**src/clk_ctrl_pkg.sv**
```systemverilog
package clk_ctrl_pkg;

  // Register byte offsets on the Wishbone slave
  localparam logic [7:0] OFS_CTRL = 8'h00;
  localparam logic [7:0] OFS_STAT = 8'h04;
  localparam logic [7:0] OFS_DIV = 8'h08;
  localparam logic [7:0] OFS_IRQ_STAT = 8'h0c;
  localparam logic [7:0] OFS_IRQ_MASK = 8'h10;

  // Control register layout
  localparam int CTRL_W = 5;
  localparam int CTRL_EXT_EN = 0;
  localparam int CTRL_PLL_EN = 1;
  localparam int CTRL_SEL_LSB = 2;
  localparam int CTRL_PLL_FROM_EXT = 4;
  localparam logic [CTRL_W-1:0] CTRL_RST = 5'h00;

  // Status register layout
  localparam int STAT_ACT_LSB = 0;
  localparam int STAT_EXT_FAIL = 2;
  localparam int STAT_PLL_FAIL = 3;
  localparam int STAT_BUSY = 4;

  // Prescaler register: three log2 ratio fields
  localparam int RATIO_W = 3;
  localparam int DIV_W = 12;
  localparam int DIV_AHB_LSB = 0;
  localparam int DIV_FAST_LSB = 4;
  localparam int DIV_SLOW_LSB = 8;
  localparam logic [DIV_W-1:0] DIV_RST = 12'h000;

  // Interrupt status and mask layout
  localparam int IRQ_W = 3;
  localparam int IRQ_EXT_FAIL = 0;
  localparam int IRQ_PLL_FAIL = 1;
  localparam int IRQ_SWITCH = 2;
  localparam logic [IRQ_W-1:0] IRQ_MASK_RST = 3'h0;

  // Oscillator monitor: a source with no level change for this long is dead
  localparam int CLK_PERIOD_NS = 50;
  localparam int MON_TIMEOUT_NS = 1000;
  localparam int MON_CW = 8;
  localparam logic [MON_CW-1:0] MON_LIMIT = MON_CW'(MON_TIMEOUT_NS / CLK_PERIOD_NS);

  typedef enum logic [1:0] {SRC_RC, SRC_EXT, SRC_PLL} src_e;
  typedef enum logic [1:0] {SW_RUN, SW_OLD_LOW, SW_NEW_LOW} sw_e;

endpackage

```
**src/presc_if.sv**
```systemverilog
`timescale 1ns/1ps
`default_nettype none
interface presc_if;
  import clk_ctrl_pkg::*;
  logic [RATIO_W-1:0] ratio;
  logic src_level;
  logic src_rise;
  logic clk;
  logic rise;
  modport core (output ratio, output src_level, output src_rise, input clk, input rise);
  modport div (input ratio, input src_level, input src_rise, output clk, output rise);
endinterface // presc_if
`default_nettype wire

```
**src/clk_ctrl.sv**
```systemverilog
`timescale 1ns/1ps
`default_nettype none
module clk_ctrl
  import clk_ctrl_pkg::*;
(
  input wire logic clk_i,
  input wire logic rst_i,
  input wire logic wb_cyc_i,
  input wire logic wb_stb_i,
  input wire logic wb_we_i,
  input wire logic [7:0] wb_adr_i,
  input wire logic [31:0] wb_dat_i,
  input wire logic [3:0] wb_sel_i,
  output logic [31:0] wb_dat_o,
  output logic wb_ack_o,
  input wire logic internal_rc_clock_i,
  input wire logic external_fast_clock_i,
  input wire logic pll_clock_i,
  output logic external_fast_clock_en_o,
  output logic pll_en_o,
  output logic sys_clk_o,
  output logic ahb_clk_o,
  output logic fast_peripheral_bus_clk_o,
  output logic slow_peripheral_bus_clk_o,
  output logic irq_o
);

  typedef struct packed {
    logic [CTRL_W-1:0] ctrl;
    logic [DIV_W-1:0] div;
    logic [IRQ_W-1:0] irq_stat;
    logic [IRQ_W-1:0] irq_mask;
    src_e active;
    src_e target;
    sw_e sw;
    logic out_clk;
    logic sys_rise;
    logic [MON_CW-1:0] ext_cnt;
    logic [MON_CW-1:0] pll_cnt;
    logic ext_prev;
    logic pll_prev;
    logic ext_fail;
    logic pll_fail;
    logic ack;
    logic [31:0] rdata;
    logic irq;
  } st_s;

  st_s st_reg;
  st_s st_next;

  // One counter bit per ratio step, so the largest ratio still has a bit to tap
  localparam int PRESC_CNT_W = (1 << RATIO_W) - 1;

  presc_if ahb_p ();
  presc_if fast_p ();
  presc_if slow_p ();

  function automatic logic [31:0] wr_merge(input logic [31:0] old, input logic [31:0] dat, input logic [3:0] sel);
    logic [31:0] res;
    res = old;
    for (int b = 0; b < 4; b++) begin
      if (sel[b]) begin
        res[b*8 +: 8] = dat[b*8 +: 8];
      end
    end
    return res;
  endfunction

  // Counts cycles without a level change; saturates at the limit
  function automatic logic [MON_CW-1:0] mon_step(input logic run, input logic lvl, input logic prev,
                                                 input logic [MON_CW-1:0] cnt);
    if (!run || (lvl != prev)) begin
      return '0;
    end else if (cnt == MON_LIMIT) begin
      return cnt;
    end else begin
      return cnt + 1'b1;
    end
  endfunction

  function automatic logic src_level(input src_e src);
    case (src)
      SRC_EXT: return external_fast_clock_i;
      SRC_PLL: return pll_clock_i;
      default: return internal_rc_clock_i;
    endcase
  endfunction

  function automatic logic src_ok(input src_e src, input logic [CTRL_W-1:0] ctrl, input logic ext_bad,
                                  input logic pll_bad);
    case (src)
      SRC_EXT: return ctrl[CTRL_EXT_EN] & ~ext_bad;
      SRC_PLL: return ctrl[CTRL_PLL_EN] & ~pll_bad & (~ctrl[CTRL_PLL_FROM_EXT] | ~ext_bad);
      SRC_RC: return 1'b1;
      default: return 1'b0;
    endcase
  endfunction

  // Select codes 0 and 3 both mean the RC oscillator, so a stray code lands safe
  function automatic src_e sel_decode(input logic [CTRL_W-1:0] ctrl);
    case (ctrl[CTRL_SEL_LSB +: 2])
      2'(SRC_EXT): return SRC_EXT;
      2'(SRC_PLL): return SRC_PLL;
      default: return SRC_RC;
    endcase
  endfunction

  // Busy tells software that a switch still waits for a low phase
  function automatic logic [31:0] stat_word(input st_s s);
    logic [31:0] w;
    w = '0;
    w[STAT_ACT_LSB +: 2] = s.active;
    w[STAT_EXT_FAIL] = s.ext_fail;
    w[STAT_PLL_FAIL] = s.pll_fail;
    w[STAT_BUSY] = (s.sw != SW_RUN);
    return w;
  endfunction

  always_comb begin
    logic req;
    logic wr;
    logic ext_run;
    logic pll_run;
    logic pll_in;
    logic fallback;
    logic [31:0] wval;
    logic [IRQ_W-1:0] ev;
    logic [IRQ_W-1:0] clr;
    src_e want;
    st_next = st_reg;
    // A request is taken only while ack is low, so each access is acked once
    req = wb_cyc_i & wb_stb_i & ~st_reg.ack;
    wr = wb_cyc_i & wb_stb_i & wb_we_i & st_reg.ack;
    wval = '0;
    ev = '0;
    clr = '0;
    want = SRC_RC;
    fallback = 1'b0;

    // Register writes land on the edge where the master sees ack
    if (wr) begin
      case (wb_adr_i)
        OFS_CTRL: begin
          wval = wr_merge(32'(st_reg.ctrl), wb_dat_i, wb_sel_i);
          st_next.ctrl = wval[CTRL_W-1:0];
        end
        OFS_DIV: begin
          wval = wr_merge(32'(st_reg.div), wb_dat_i, wb_sel_i);
          st_next.div = wval[DIV_W-1:0];
        end
        OFS_IRQ_STAT: begin
          if (wb_sel_i[0]) begin
            clr = wb_dat_i[IRQ_W-1:0];
          end
        end
        OFS_IRQ_MASK: begin
          wval = wr_merge(32'(st_reg.irq_mask), wb_dat_i, wb_sel_i);
          st_next.irq_mask = wval[IRQ_W-1:0];
        end
        default: begin
        end
      endcase
    end

    // Oscillator monitors
    ext_run = st_reg.ctrl[CTRL_EXT_EN];
    st_next.ext_prev = external_fast_clock_i;
    st_next.ext_cnt = mon_step(ext_run, external_fast_clock_i, st_reg.ext_prev, st_reg.ext_cnt);
    st_next.ext_fail = ext_run & (st_reg.ext_fail | (st_next.ext_cnt == MON_LIMIT));
    ev[IRQ_EXT_FAIL] = st_next.ext_fail & ~st_reg.ext_fail;

    // The PLL path is judged by its input, whose stall starves the PLL first
    pll_run = st_reg.ctrl[CTRL_PLL_EN];
    pll_in = st_reg.ctrl[CTRL_PLL_FROM_EXT] ? external_fast_clock_i : internal_rc_clock_i;
    st_next.pll_prev = pll_in;
    st_next.pll_cnt = mon_step(pll_run, pll_in, st_reg.pll_prev, st_reg.pll_cnt);
    st_next.pll_fail = pll_run & (st_reg.pll_fail | (st_next.pll_cnt == MON_LIMIT));
    ev[IRQ_PLL_FAIL] = st_next.pll_fail & ~st_reg.pll_fail;

    // A dead active source is abandoned at once; its low phase cannot be awaited
    if (!src_ok(st_reg.active, st_reg.ctrl, st_reg.ext_fail, st_reg.pll_fail)) begin
      fallback = 1'b1;
    end
    want = sel_decode(st_reg.ctrl);

    case (st_reg.sw)
      SW_RUN: begin
        st_next.out_clk = src_level(st_reg.active);
        if (fallback) begin
          st_next.target = SRC_RC;
          st_next.out_clk = 1'b0;
          st_next.sw = SW_NEW_LOW;
        end else if ((want != st_reg.active) && src_ok(want, st_reg.ctrl, st_reg.ext_fail, st_reg.pll_fail)) begin
          st_next.target = want;
          st_next.sw = SW_OLD_LOW;
        end
      end
      SW_OLD_LOW: begin
        // Except on fallback, the old clock is cut only in its low phase, so no runt pulse reaches the buses
        st_next.out_clk = src_level(st_reg.active);
        if (fallback || !src_level(st_reg.active)) begin
          st_next.out_clk = 1'b0;
          st_next.sw = SW_NEW_LOW;
          if (fallback) begin
            st_next.target = SRC_RC;
          end
        end
      end
      SW_NEW_LOW: begin
        st_next.out_clk = 1'b0;
        // A target that dies while awaited is given up for the RC oscillator
        if (!src_ok(st_reg.target, st_reg.ctrl, st_reg.ext_fail, st_reg.pll_fail)) begin
          st_next.target = SRC_RC;
        end else if (!src_level(st_reg.target)) begin
          st_next.active = st_reg.target;
          st_next.sw = SW_RUN;
          ev[IRQ_SWITCH] = 1'b1;
        end
      end
      default: begin
        st_next.sw = SW_RUN;
        st_next.active = SRC_RC;
        st_next.out_clk = 1'b0;
      end
    endcase

    // Fallback overrides a same-cycle software select so it cannot bounce back
    if (fallback) begin
      st_next.ctrl[CTRL_SEL_LSB +: 2] = 2'(SRC_RC);
    end
    // Prescalers count registered rises, so a switch cannot hand them a runt edge
    st_next.sys_rise = st_next.out_clk & ~st_reg.out_clk;

    // A new event wins over a write-one-to-clear in the same cycle
    st_next.irq_stat = (st_reg.irq_stat & ~clr) | ev;
    st_next.irq = |(st_next.irq_stat & st_next.irq_mask);

    // Read data is zero outside the acknowledge cycle
    st_next.ack = req;
    st_next.rdata = '0;
    if (req) begin
      case (wb_adr_i)
        OFS_CTRL: st_next.rdata = 32'(st_reg.ctrl);
        OFS_STAT: st_next.rdata = stat_word(st_reg);
        OFS_DIV: st_next.rdata = 32'(st_reg.div);
        OFS_IRQ_STAT: st_next.rdata = 32'(st_reg.irq_stat);
        OFS_IRQ_MASK: st_next.rdata = 32'(st_reg.irq_mask);
        default: st_next.rdata = '0;
      endcase
    end
  end

  always_ff @(posedge clk_i) begin
    if (rst_i) begin
      // Everything not named here clears, which means RC active and no flags
      st_reg <= '0;
      st_reg.ctrl <= CTRL_RST;
      st_reg.div <= DIV_RST;
      st_reg.irq_mask <= IRQ_MASK_RST;
    end else begin
      st_reg <= st_next;
    end
  end

  // AHB divides the system clock; both peripheral buses divide the AHB clock
  assign ahb_p.ratio = st_reg.div[DIV_AHB_LSB +: RATIO_W];
  assign ahb_p.src_level = st_reg.out_clk;
  assign ahb_p.src_rise = st_reg.sys_rise;
  assign fast_p.ratio = st_reg.div[DIV_FAST_LSB +: RATIO_W];
  assign fast_p.src_level = ahb_p.clk;
  assign fast_p.src_rise = ahb_p.rise;
  assign slow_p.ratio = st_reg.div[DIV_SLOW_LSB +: RATIO_W];
  assign slow_p.src_level = ahb_p.clk;
  assign slow_p.src_rise = ahb_p.rise;

  clk_prescaler #(.CNT_W(PRESC_CNT_W)) u_ahb_presc (.clk_i(clk_i), .rst_i(rst_i), .p(ahb_p.div));
  clk_prescaler #(.CNT_W(PRESC_CNT_W)) u_fast_presc (.clk_i(clk_i), .rst_i(rst_i), .p(fast_p.div));
  clk_prescaler #(.CNT_W(PRESC_CNT_W)) u_slow_presc (.clk_i(clk_i), .rst_i(rst_i), .p(slow_p.div));

  assign wb_dat_o = st_reg.rdata;
  assign wb_ack_o = st_reg.ack;
  assign external_fast_clock_en_o = st_reg.ctrl[CTRL_EXT_EN];
  assign pll_en_o = st_reg.ctrl[CTRL_PLL_EN];
  assign sys_clk_o = st_reg.out_clk;
  assign ahb_clk_o = ahb_p.clk;
  assign fast_peripheral_bus_clk_o = fast_p.clk;
  assign slow_peripheral_bus_clk_o = slow_p.clk;
  assign irq_o = st_reg.irq;

endmodule // clk_ctrl
`default_nettype wire

```
**src/clk_prescaler.sv**
```systemverilog
`timescale 1ns/1ps
`default_nettype none
module clk_prescaler
  import clk_ctrl_pkg::*;
#(
  parameter int CNT_W = 7
) (
  input wire logic clk_i,
  input wire logic rst_i,
  presc_if.div p
);

  typedef struct packed {
    logic [CNT_W-1:0] cnt;
    logic clk;
    logic rise;
  } pst_s;

  pst_s st_reg;
  pst_s st_next;

  // Divides by 2**ratio; ratio 0 passes the source level straight on
  always_comb begin
    logic lvl;
    lvl = 1'b0;
    st_next = st_reg;
    if (p.src_rise) begin
      st_next.cnt = st_reg.cnt + 1'b1;
    end
    if (p.ratio == '0) begin
      lvl = p.src_level;
    end else begin
      lvl = st_next.cnt[p.ratio - 1'b1];
    end
    st_next.clk = lvl;
    st_next.rise = lvl & ~st_reg.clk;
  end

  always_ff @(posedge clk_i) begin
    if (rst_i) begin
      st_reg <= '0;
    end else begin
      st_reg <= st_next;
    end
  end

  assign p.clk = st_reg.clk;
  assign p.rise = st_reg.rise;

endmodule // clk_prescaler
`default_nettype wire

```
**config.mk**
```make
export PLATFORM = sky130hd
export DESIGN_NAME = clk_ctrl
export DESIGN_NICKNAME = d
export VERILOG_FILES = /design/src/clk_ctrl_pkg.sv /design/src/presc_if.sv /design/src/clk_ctrl.sv /design/src/clk_prescaler.sv
export SDC_FILE = /design/constraint.sdc
export NUM_CORES = 1
export LEC_CHECK = 0
export ABC_AREA = 1
export BUFFER_PORTS_ARGS = -buffer_cell sky130_fd_sc_hd__buf_2
export CAP_MARGIN = 20
export CORE_ASPECT_RATIO = 1.25
export CORE_MARGIN = 1.5
export CORE_UTILIZATION = 51
export CTS_CLUSTER_SIZE = 40
export DETAILED_ROUTE_END_ITERATION = 6
export HOLD_SLACK_MARGIN = 0.15
export PLACE_DENSITY_LB_ADDON = 0.12
export SLEW_MARGIN = 40
export SYNTH_ARGS = -nofsm -noshare
export SYNTH_HDL_FRONTEND = slang
export SYNTH_SLANG_ARGS = --single-unit
```
**constraint.sdc**
```tcl
create_clock -name clk_i -period 1.4 [get_ports clk_i]
set_input_delay 0.21 -clock clk_i [delete_from_list [all_inputs] [get_ports clk_i]]
set_output_delay 0.21 -clock clk_i [all_outputs]
set_load 0.05 [all_outputs]
```
# Word-level counts from Yosys, hierarchy flattened

Cells that the tools add are included.

Reductions and logical operators: 27
Bitwise operators: 29
Multiplexer cells: 53
$add $sub $neg: 8
Order comparisons: 3
Eq/ne operators: 27

Operators with widths:

| operator                                             | number |
|---|---|
| case mux 12 bit (5 select lines)                     | 1 |
| equality test 8 x 5 -> 1 bit (second input constant) | 5 |
| 2-to-1 mux 8 bit                                     | 4 |
| adder 7 x 1 -> 7 bit (second input constant)         | 3 |
| 2-to-1 mux 7 bit                                     | 3 |
| 2-to-1 mux 1 bit                                     | 18 |
| 2-to-1 mux 3 bit                                     | 6 |
| adder 8 x 1 -> 8 bit (second input constant)         | 2 |
| equality test 8 x 4 -> 1 bit (second input constant) | 2 |
| bitwise AND 1 bit                                    | 13 |
| < comparator 3 x 4 -> 1 bit (second input constant)  | 3 |
| 2-to-1 mux 2 bit                                     | 6 |
| AND reduction 3 bit                                  | 4 |
| equality test 2 x 1 -> 1 bit (second input constant) | 5 |
| equality test 2 bit (second input constant)          | 5 |
| binary-select mux 1 bit (select 3 bit)               | 3 |
| logical NOT 3 bit                                    | 3 |
| NOT 1 bit                                            | 9 |
| case mux 1 bit (3 select lines)                      | 3 |
| case mux 3 bit (3 select lines)                      | 1 |
| subtractor 3 x 1 -> 3 bit (second input constant)    | 3 |
| equality test 8 x 3 -> 1 bit (second input constant) | 1 |
| logical NOT 2 bit                                    | 4 |
| logical NOT 8 bit                                    | 1 |
| 23 further kinds                                     | 39 |

Register bits after elaboration: 110
Word-level logic and storage cells: 174
Bits of input ports: 52

# Logic depth before layout (Yosys ltp)

Gate-level depths: netlist of the first run.

Depth after elaboration: 13
Mapped depth: 13
Gate-level depth less buffers: 13

# Hierarchy

A second synthesis of the first run with hierarchy kept.

Cell total of the unflattened synthesis: 781
Area total of the unflattened synthesis: 5411.4 µm²

By module, submodules not included:

| module        | area each (µm²) | cells each | instances |
|---|---|---|---|
| clk_ctrl      | 3744.8          | 529        | 1 |
| clk_prescaler | 555.5           | 84         | 3 |

# Worst setup path after synthesis of the first run

No wires, ideal clock.

Path kind: register to register
From: reg st_reg, in the netlist pll_en_o
To: reg st_reg[56] (netlist name)
Cell stages (with the launch flop): 12
Path slack: -354 ps
Clock period less this slack: 1754 ps
Buffers on the path: 0
Data arrival time: 1640 ps
Setup time: 114 ps
Cell sequence: dfxtp_1 -> nand2_1 -> a21oi_2 -> nand2_1 -> nand3_2 -> nand2_2 -> nor2_2 -> nand2_1 -> nand3_1 -> inv_1 -> nor2_1 -> nor2_1

Longest elaborated chain between the ends: 8
Elaborated cells on any way between the ends: 17
Classes of those cells: eq/ne (3); mux (9); bitwise (2); reduce/logical (3)

RTL lines:

| what                                   | RTL line        | source |
|---|---|---|
| start, declared                        | clk_ctrl.sv:49  | `st_s st_reg;` |
| start signal, assigned                 | clk_ctrl.sv:262 | `st_reg <= st_next;` |
| bitwise AND 1 bit (*) (2 in series)    | clk_ctrl.sv:94  | `SRC_PLL: return ctrl[CTRL_PLL_EN] & ~pll_bad & (~ctrl[CTRL_PLL_FROM_EXT] \| ~ext_bad);` |
| case mux 1 bit (3 select lines)        | clk_ctrl.sv:92  | `case (src)` |
| 2-to-1 mux 1 bit                       | clk_ctrl.sv:190 | `if (fallback) begin` |
| 2-to-1 mux 1 bit                       | clk_ctrl.sv:187 | `case (st_reg.sw)` |
| logical AND 1 bit                      | clk_ctrl.sv:194 | `end else if ((want != st_reg.active) && src_ok(want, st_reg.ctrl, st_reg.ext_fail, st_reg.pll_fail)) begin` |
| inequality test 3 bit (no source line) | n/a             |  |
| AND reduction 4 bit (no source line)   | n/a             |  |

Mark *: on every way between the ends. The rest lies on a longest branch, timed or not. The select of a mux whose other input is x is not followed.
A chain may end at the register's enable or synchronous reset.

# Worst setup path after layout of the first run

From: reg st_reg[46] (netlist name)
To: reg st_reg, in the netlist irq_o

Longest elaborated chain between the ends: 10
Elaborated cells on any way between the ends: 11
Classes of those cells: add/sub (1); eq/ne (2); mux (2); bitwise (5); reduce/logical (1)

RTL lines:

| what                                                                 | RTL line                       | source |
|---|---|---|
| adder 8 x 1 -> 8 bit or equality test 8 x 5 -> 1 bit (tied branches) | clk_ctrl.sv:78, clk_ctrl.sv:75 |  |
| 2-to-1 mux 8 bit (*)                                                 | clk_ctrl.sv:75                 | `end else if (cnt == MON_LIMIT) begin` |
| 2-to-1 mux 8 bit (*)                                                 | clk_ctrl.sv:73                 | `if (!run \|\| (lvl != prev)) begin` |
| equality test 8 x 5 -> 1 bit (*)                                     | clk_ctrl.sv:170                | `st_next.ext_fail = ext_run & (st_reg.ext_fail \| (st_next.ext_cnt == MON_LIMIT));` |
| bitwise OR 1 bit (*)                                                 | clk_ctrl.sv:170                |  |
| bitwise AND 1 bit (*)                                                | clk_ctrl.sv:170                |  |
| bitwise AND 1 bit (*)                                                | clk_ctrl.sv:171                | `ev[IRQ_EXT_FAIL] = st_next.ext_fail & ~st_reg.ext_fail;` |
| bitwise OR 3 bit (*)                                                 | clk_ctrl.sv:236                | `st_next.irq_stat = (st_reg.irq_stat & ~clr) \| ev;` |
| bitwise AND 3 bit (*)                                                | clk_ctrl.sv:237                | `st_next.irq = \|(st_next.irq_stat & st_next.irq_mask);` |
| OR reduction 3 bit (*)                                               | clk_ctrl.sv:237                |  |

Mark *: on every way between the ends. The rest lies on a longest branch, timed or not.

==> summary.txt, run 1 <==
Global route
  – Gr ovfl total: 0
  – Number of global-route vias before repair: 5,144
  – Initial antenna violation count: 0
  – Tot GR Track Use: around a quarter
  – Wire length of the first global-routing pass: 22.1 mm
  – Largest net degree at the start of global routing: 57

Critical path
  – Reg2Reg Depth: 10
  – CP max FO: 3
  – CP max-delay cell: dfxtp_4
  – CP delay by family, top: simple AND/OR/NAND/NOR gates
  – R2R setup slack: -0.23 ns
  – Critical setup path kind: reg -> reg
  – Most used cell, CP: nand3_1
  – Worst path max stage delay: roughly 0.38 ns
  – Ordered cell list for the critical path: buf_4 -> nand3_1 -> nor2_2 -> nand3_1 -> a21oi_2 -> nor2_2 -> nand3_2 -> nand2_1 -> nand2_1 -> nand3_1
  – Reg2reg end: irq_o$_SDFF_PP0_
  – Worst Path Required: ~1.6 ns
  – CP startpoint kind: register
  – R2R Path Start: st_reg[46]$_SDFF_PP0_
  – Worst path buffer plus inverter count: 1
  – WP data arrival: 1.86 ns
  – CP Capture Type: register

Route
  – Final wirelength: between 10 and 15 mm
  – Via/cell ratio: about 5.0
  – DR pass1 iterations: 4
  – First-iteration detailed-routing DRC count: about 250
  – DR DRC count: 0
  – Via count: between 5,000 and 6,000
  – Routed len/inst: between 10 and 15 µm
  – ANT nets after route: 0

Yosys
  – YS warnings: 0
  – Cells after synthesis: approximately 730
  – FF+latch count, synth: 90
  – Avg Synthesized Cell Area: slightly below 7 µm²
  – Sequential area share after synthesis: about 36%
  – Number of unique standard cell types used by synthesis: 40
  – Yosys top cell area share: between 30% and 40%
  – Top cells by area, synth: dfxtp_1 36%, nand2_1 13%, ha_1 7.2%, inv_1 7.1%, nor2_1 6.6%
  – Synth Cell Area: ~5100 µm²
  – Area leader, netlist: dfxtp_1

Placement
  – Placer Congestion: around 0.84
  – Inst Count DP: slightly below 1,000
  – DP Worst Slack: -0.197 ns
  – HPWL after detailed placement: between 8 and 9 mm
  – Port bufs: between 40 and 50

Timing
  – F_max: 0.615 GHz
  – RSZ-0062 raised after global routing: yes
  – Clock Skew: roughly 0.0076 ns
  – Worst Slack Setup Final: -0.226 ns
  – Min Tclk post-route: 1.63 ns
  – Final setup violation count: 18
  – Fin. Hold Viols: 0
  – Max-slew violation count: 0
  – Final setup TNS: -1.72 ns
  – Final period utilization: 116%

Layout
  – Max reg flops: 38
  – Fraction of layout cells with a size suffix above 1: 41.6%
  – # nets final: about 970
  – Ant diodes: 0
  – Commonest non-fill, non-tap cell in the layout: nand2_1
  – Syn-to-layout area delta: 45.3%
  – Finished Layout Cells: 1,022
  – Commonest cells after routing, fill and taps aside: 145 x nand2_1, 110 x buf_4, 71 x inv_1

Pwr
  – VDD IR max: roughly 0.00072 V
  – Leakage: 3.21 nW
  – Cell Pwr Density: 960 nW/µm²

Job
  – Max Cap Violations: 0

Hold path
  – Hold path depth: 3
  – Hold EP: fast_p.ratio[2]$_SDFFE_PP0P_
  – Hold_sp: wb_dat_i[6]
  – Worst min-delay path class: in -> reg

Clock tree
  – Clock-pin slew on the worst setup and hold paths: 0.07 ns
  – Later-pin clock latency in the skew report: ~0.34 ns
  – Clock tree buffer depth: 2
  – Htree depth: 3
  – CTS Buf Count: 9
  – CTS sink cnt: 90
  – CTS tree: yes
  – CTS root buf: clkbuf_16

Floorplan
  – # IOs: 92
  – Initial Utilization: a little over half
  – Core area: ~9600 µm²
  – # rows: 40
  – Die height: about 110 µm
  – Die area: ~11,000 µm²
  – Die Wd: around 92 µm

Outcome
  – Violated checks: negative setup slack
  – Status: finished with violations
## where the power goes
group          switching [mW]  internal (mW)  total [mW]
logic                    1.02          0.702        1.72
registers               0.132           2.68        2.81
clock network            1.08           1.44        2.51
## final cells by class
cell class,count,area [µm²]
clock buffers,11,275
repair buffers,179,1310
fillers,703,2270
inverters,103,404
flip-flops and latches,90,1870
multi-input cells,508,3280
well taps,126,158
clock inverters,5,40.0
## metal layers
metal,vias to the layer above,wire length (µm),global-route usage (%)
met2,105,7870,50.6
met1,2393,5200,26.8
met4,0,318,13.2
li1,2568,-,-
met5,-,0,0
met3,30,414,4.05
## worst reg2reg max path, stage by stage, from the launching register on
cell and delay [ns]:
dfxtp_4 0.38, buf_4 0.12, nand3_1 0.17, nor2_2 0.20
nand3_1 0.13, a21oi_2 0.19, nor2_2 0.08, nand3_2 0.09
nand2_1 0.05, nand2_1 0.06, nand3_1 0.06
## stage by stage
stage	cell area [µm²]	total power, mW	utilization, %	hold slack, ns
2_1_floorplan	5160	3.79	-	0.311
3_3_place_gp	6000	4.11	62.5	0.435
3_5_place_dp	6000	4.16	62.5	0.437
4_1_cts	6990	6.96	72.7	0.170
5_1_grt	7340	7.36	76.4	0.194
6_report	7340	7.04	76.4	0.160
## worst max path at each step
stage / startpoint / end / slack (ns) / depth (start not counted)
finish: st_reg[46]$_SDFF_PP0_ / irq_o$_SDFF_PP0_ / -0.23 / 10
global route: st_reg[46]$_SDFF_PP0_ / irq_o$_SDFF_PP0_ / -0.31 / 10
CTS: st_reg[47]$_SDFF_PP0_ / irq_o$_SDFF_PP0_ / -0.12 / 10
detailed placement: st_reg[39]$_SDFF_PP0_ / irq_o$_SDFF_PP0_ / -0.20 / 13
global placement: st_reg[46]$_SDFF_PP0_ / irq_o$_SDFF_PP0_ / -0.17 / 10
floorplan: pll_en_o$_SDFFE_PP0P_ / st_reg[56]$_SDFFE_PP0P_ / -0.01 / 11
## Yosys cell counts
cell type	number
o21bai_1	2
or2_2	1
clkbuf_1	3
o21ai_2	1
a31oi_1	1
a41oi_1	1
nand4_1	10
inv_1	96
a22oi_1	4
nor3_1	15
xor2_1	9
dfxtp_1	90
xnor2_1	10
nand3b_1	7
nand2_1	171
inv_2	7
nand3_2	1
nor2_4	2
nor2_2	6
nor2_1	89
nor4_2	1
and2_1	1
buf_4	33
nand3_1	54
o211ai_1	1
nand3_4	1
conb_1	1
nand2_2	1
buf_2	4
ha_1	29
o21ai_1	2
o21ai_0	22
nor3_4	2
mux2i_1	1
a21oi_1	35
a211oi_1	1
o22ai_1	3
buf_1	3
buf_6	1
a21oi_2	4
## kinds of logic (layout without fill, tap and decap cells)
family	Yosys count	in the layout	synth area share [%]
mux	1	1	0.198
flops	90	90	35.7
fa+ha+maj	29	29	7.18
simple gates	362	362	31.4
buf+inv	147	298	13.6
other cells	1	20	0.0742
compound gates	77	77	8.57
xor+xnor	19	19	3.29
## what timing repair did
action,4_1_cts,5_1_grt
hold buffers,6,0
gates cloned,0,0
resized for setup,123,82
endpoints found under the setup margin,21,47
hold endpoints to repair,6,0
pin swaps,54,38
setup buffers,24,8
Note: power is estimated with default switching activity, not from simulation.
==> inputs of run 2 (changes only) <==
- GPL_TIMING_DRIVEN: unset -> 0
==> run 2 against run 1 <==
Effect of this change: the flow still finishes with violations (negative setup slack); non-clock buffer count decreased by 22; critical endpoint unchanged; maximum frequency decreased by 0.34%; clock-buffer cell count increased by 2; sequential cell count unchanged; critical path depth increased by 2; core utilization decreased by 1.4 points; sequential power about the same; worst hold slack got worse by 0.0012 ns; power increased by 1.3%; clock power decreased by 6%; clock skew decreased by 0.0010 ns.
==> summary.txt, run 2 (synthesis results as in run 1) <==
Outcome
  – Status: finished with violations
  – Violated checks: negative setup slack

Floorplan
  – Initial Utilization: 52.6%
  – # rows: 40
  – Die Wd: around 90 µm
  – Die height: 114 µm
  – # IOs: between 90 and 100
  – Die area: 10,500 µm²
  – Core area: 9610 µm²

Pwr
  – VDD IR max: 0.00104 V
  – Tot Pwr: 7.14 mW
  – Cell Pwr Density: between 900 and 1000 nW/µm²
  – Sw frac: 32.0%
  – Leakage: approximately 3.1 nW
  – P_int: 4.85 mW
  – Sequential Power Share: about two fifths
  – Switching pwr: between 2 and 2.5 mW
  – Comb pwr share: 27.7%
  – Clock share of power: roughly 33%

Critical path
  – CP startpoint kind: register
  – WP data arrival: 1.91 ns
  – R2R Path Start: st_reg[47]$_SDFF_PP0_
  – Reg2reg end: irq_o$_SDFF_PP0_
  – Critical path endpoint: irq_o$_SDFF_PP0_
  – CP max FO: 4
  – CP startpoint: st_reg[47]$_SDFF_PP0_
  – CP Capture Type: register
  – Critical setup path kind: reg -> reg
  – Worst Path Required: between 1.5 and 2 ns
  – R2R setup slack: -0.23 ns
  – Reg2Reg Depth: 12

Layout
  – Ant diodes: 0
  – Final Util: around three quarters
  – Commonest cells after routing, fill and taps aside: 143 x nand2_1, 80 x buf_4, 71 x inv_1
  – # nets final: 950
  – Syn-to-layout area delta: 42.5%
  – Count of filler cells inserted in the layout: 709
  – Max reg flops: 38
  – Post-route cell area: between 7000 and 8000 µm²
  – Fraction of layout cells with a size suffix above 1: roughly two fifths
  – Commonest non-fill, non-tap cell in the layout: nand2_1

Route
  – Final wirelength: roughly 14 mm
  – First-iteration detailed-routing DRC count: around 210
  – Routed len/inst: approximately 14 µm
  – ANT nets after route: 0
  – Via/cell ratio: between 5 and 6
  – DR DRC count: 0
  – Via count: between 5,000 and 6,000
  – DR pass1 iterations: 5

Timing
  – F_max: 0.613 GHz
  – Fin. Hold Viols: 0
  – Max transition margin: between 50% and 60%
  – Worst Max-Slew Pin Slew: between 0.6 and 0.7 ns
  – Min Tclk post-route: 1.63 ns
  – Worst Slack Setup Final: -0.231 ns
  – Final period utilization: 117%
  – Final setup violation count: 15
  – RSZ-0062 raised after global routing: yes
  – Clock Skew: around 0.0065 ns
  – Max-slew violation count: 0
  – Worst hold margin: around 0.16 ns

Placement
  – HPWL after detailed placement: ~8.9 mm
  – Placed inst area: around 5600 µm²
  – Port bufs: between 40 and 50
  – Placer Congestion: about 0.86
  – DP Worst Slack: -0.283 ns

Global route
  – Number of global-route vias before repair: ~4,600
  – Wire length of the first global-routing pass: a little over 20 mm
  – Initial antenna violation count: 0
  – Largest net degree at the start of global routing: 15
  – Tot GR Track Use: between 20% and 30%
  – Gr ovfl total: 0

Hold path
  – Hold path depth: 3
  – Worst min-delay path class: in -> reg

Clock tree
  – Later-pin clock latency in the skew report: roughly 0.34 ns
  – CTS tree: yes
  – Clock-pin slew on the worst setup and hold paths: 0.06 ns
  – Clock tree buffer depth: 2
  – CTS root buf: clkbuf_16
  – Htree depth: 3
  – CTS sink cnt: 90
  – CTS Buf Count: 9

Job
  – Max Cap Violations: 0
[run 2: cell types whose count changed in the layout (fill, tap and decap cells not counted), sizes merged]
cell and change:
clkbuf +6, buf -27, dlygate4sd3 +1, inv -2
[run 2: cell type report]
class / count / area (µm²) / share of cell area [%]
Tap cell: 126 / 158 / 2.19
Clock buffer: 13 / 270 / 3.75
Inverter: 103 / 414 / 5.75
Clock inverter: 3 / 21.3 / 0.295
Sequential cell: 90 / 1880 / 26.0
Buffer: 44 / 309 / 4.29
Multi-Input combinational cell: 508 / 3360 / 46.6
Timing Repair Buffer: 113 / 797 / 11.1
[run 2: what timing repair did]
action / CTS / global route
pin swaps: 46 / 53
setup endpoints to repair: 21 / 37
buffers inserted: 37 / 18
cloned: 1 / 1
gates resized for setup: 133 / 95
hold buffers: 7 / 0
hold endpoints to repair: 7 / 0
[run 2: power by group through the flow]
stage | clock, mW | sequential [mW] | combinational, mW
after global placement | 0 | 2.84 | 1.18
after global routing | 2.47 | 2.81 | 2.13
final | 2.36 | 2.79 | 1.98
after floorplan | 0 | 2.87 | 0.917
after detailed placement | 0 | 2.85 | 1.23
after CTS | 2.38 | 2.79 | 1.74
[run 2: worst min path at each step]
stage	startpoint	end	slack, ns
after floorplan	rst_i	wb_ack_o$_SDFF_PP0_	0.31
after global placement	st_reg[71]$_SDFFE_PP0P_	st_reg[71]$_SDFFE_PP0P_	0.44
after detailed placement	st_reg[79]$_SDFFE_PP0P_	wb_dat_o[11]$_SDFF_PP0_	0.45
after CTS	external_fast_clock_i	st_reg[37]$_SDFF_PP0_	0.16
after global routing	external_fast_clock_i	st_reg[37]$_SDFF_PP0_	0.17
final	external_fast_clock_i	st_reg[37]$_SDFF_PP0_	0.16
[run 2: critical path, stage by stage (launching register included)]
cell and delay (ns):
dfxtp_4 0.36, inv_4 0.06, ha_4 0.12, inv_2 0.04, nor2_4 0.12, nand2_4 0.09, a21oi_4 0.18, nand3_2 0.12
nor2_4 0.16, nand3_2 0.09, nand2_1 0.09, nand2_1 0.06, nand3_2 0.08
[run 2: layer usage]
layer / GRT usage [%] / wire length (µm) / up-vias
li1: - / - / 2527
met1: 27.7 / 5450 / 2366
met2: 45.4 / 7530 / 112
met3: 3.52 / 442 / 30
met4: 9.95 / 347 / 0
met5: 0 / 0 / -
[run 2: through the flow]
| step | cells | setup TNS, ns |
|---|---|---|
| after floorplan | 745 | -0.0319 |
| after global placement | 920 | -5.42 |
| after detailed placement | 920 | -7.38 |
| after CTS | 981 | -0.751 |
| after global routing | 1000 | -3.15 |
| final | 1000 | -1.19 |
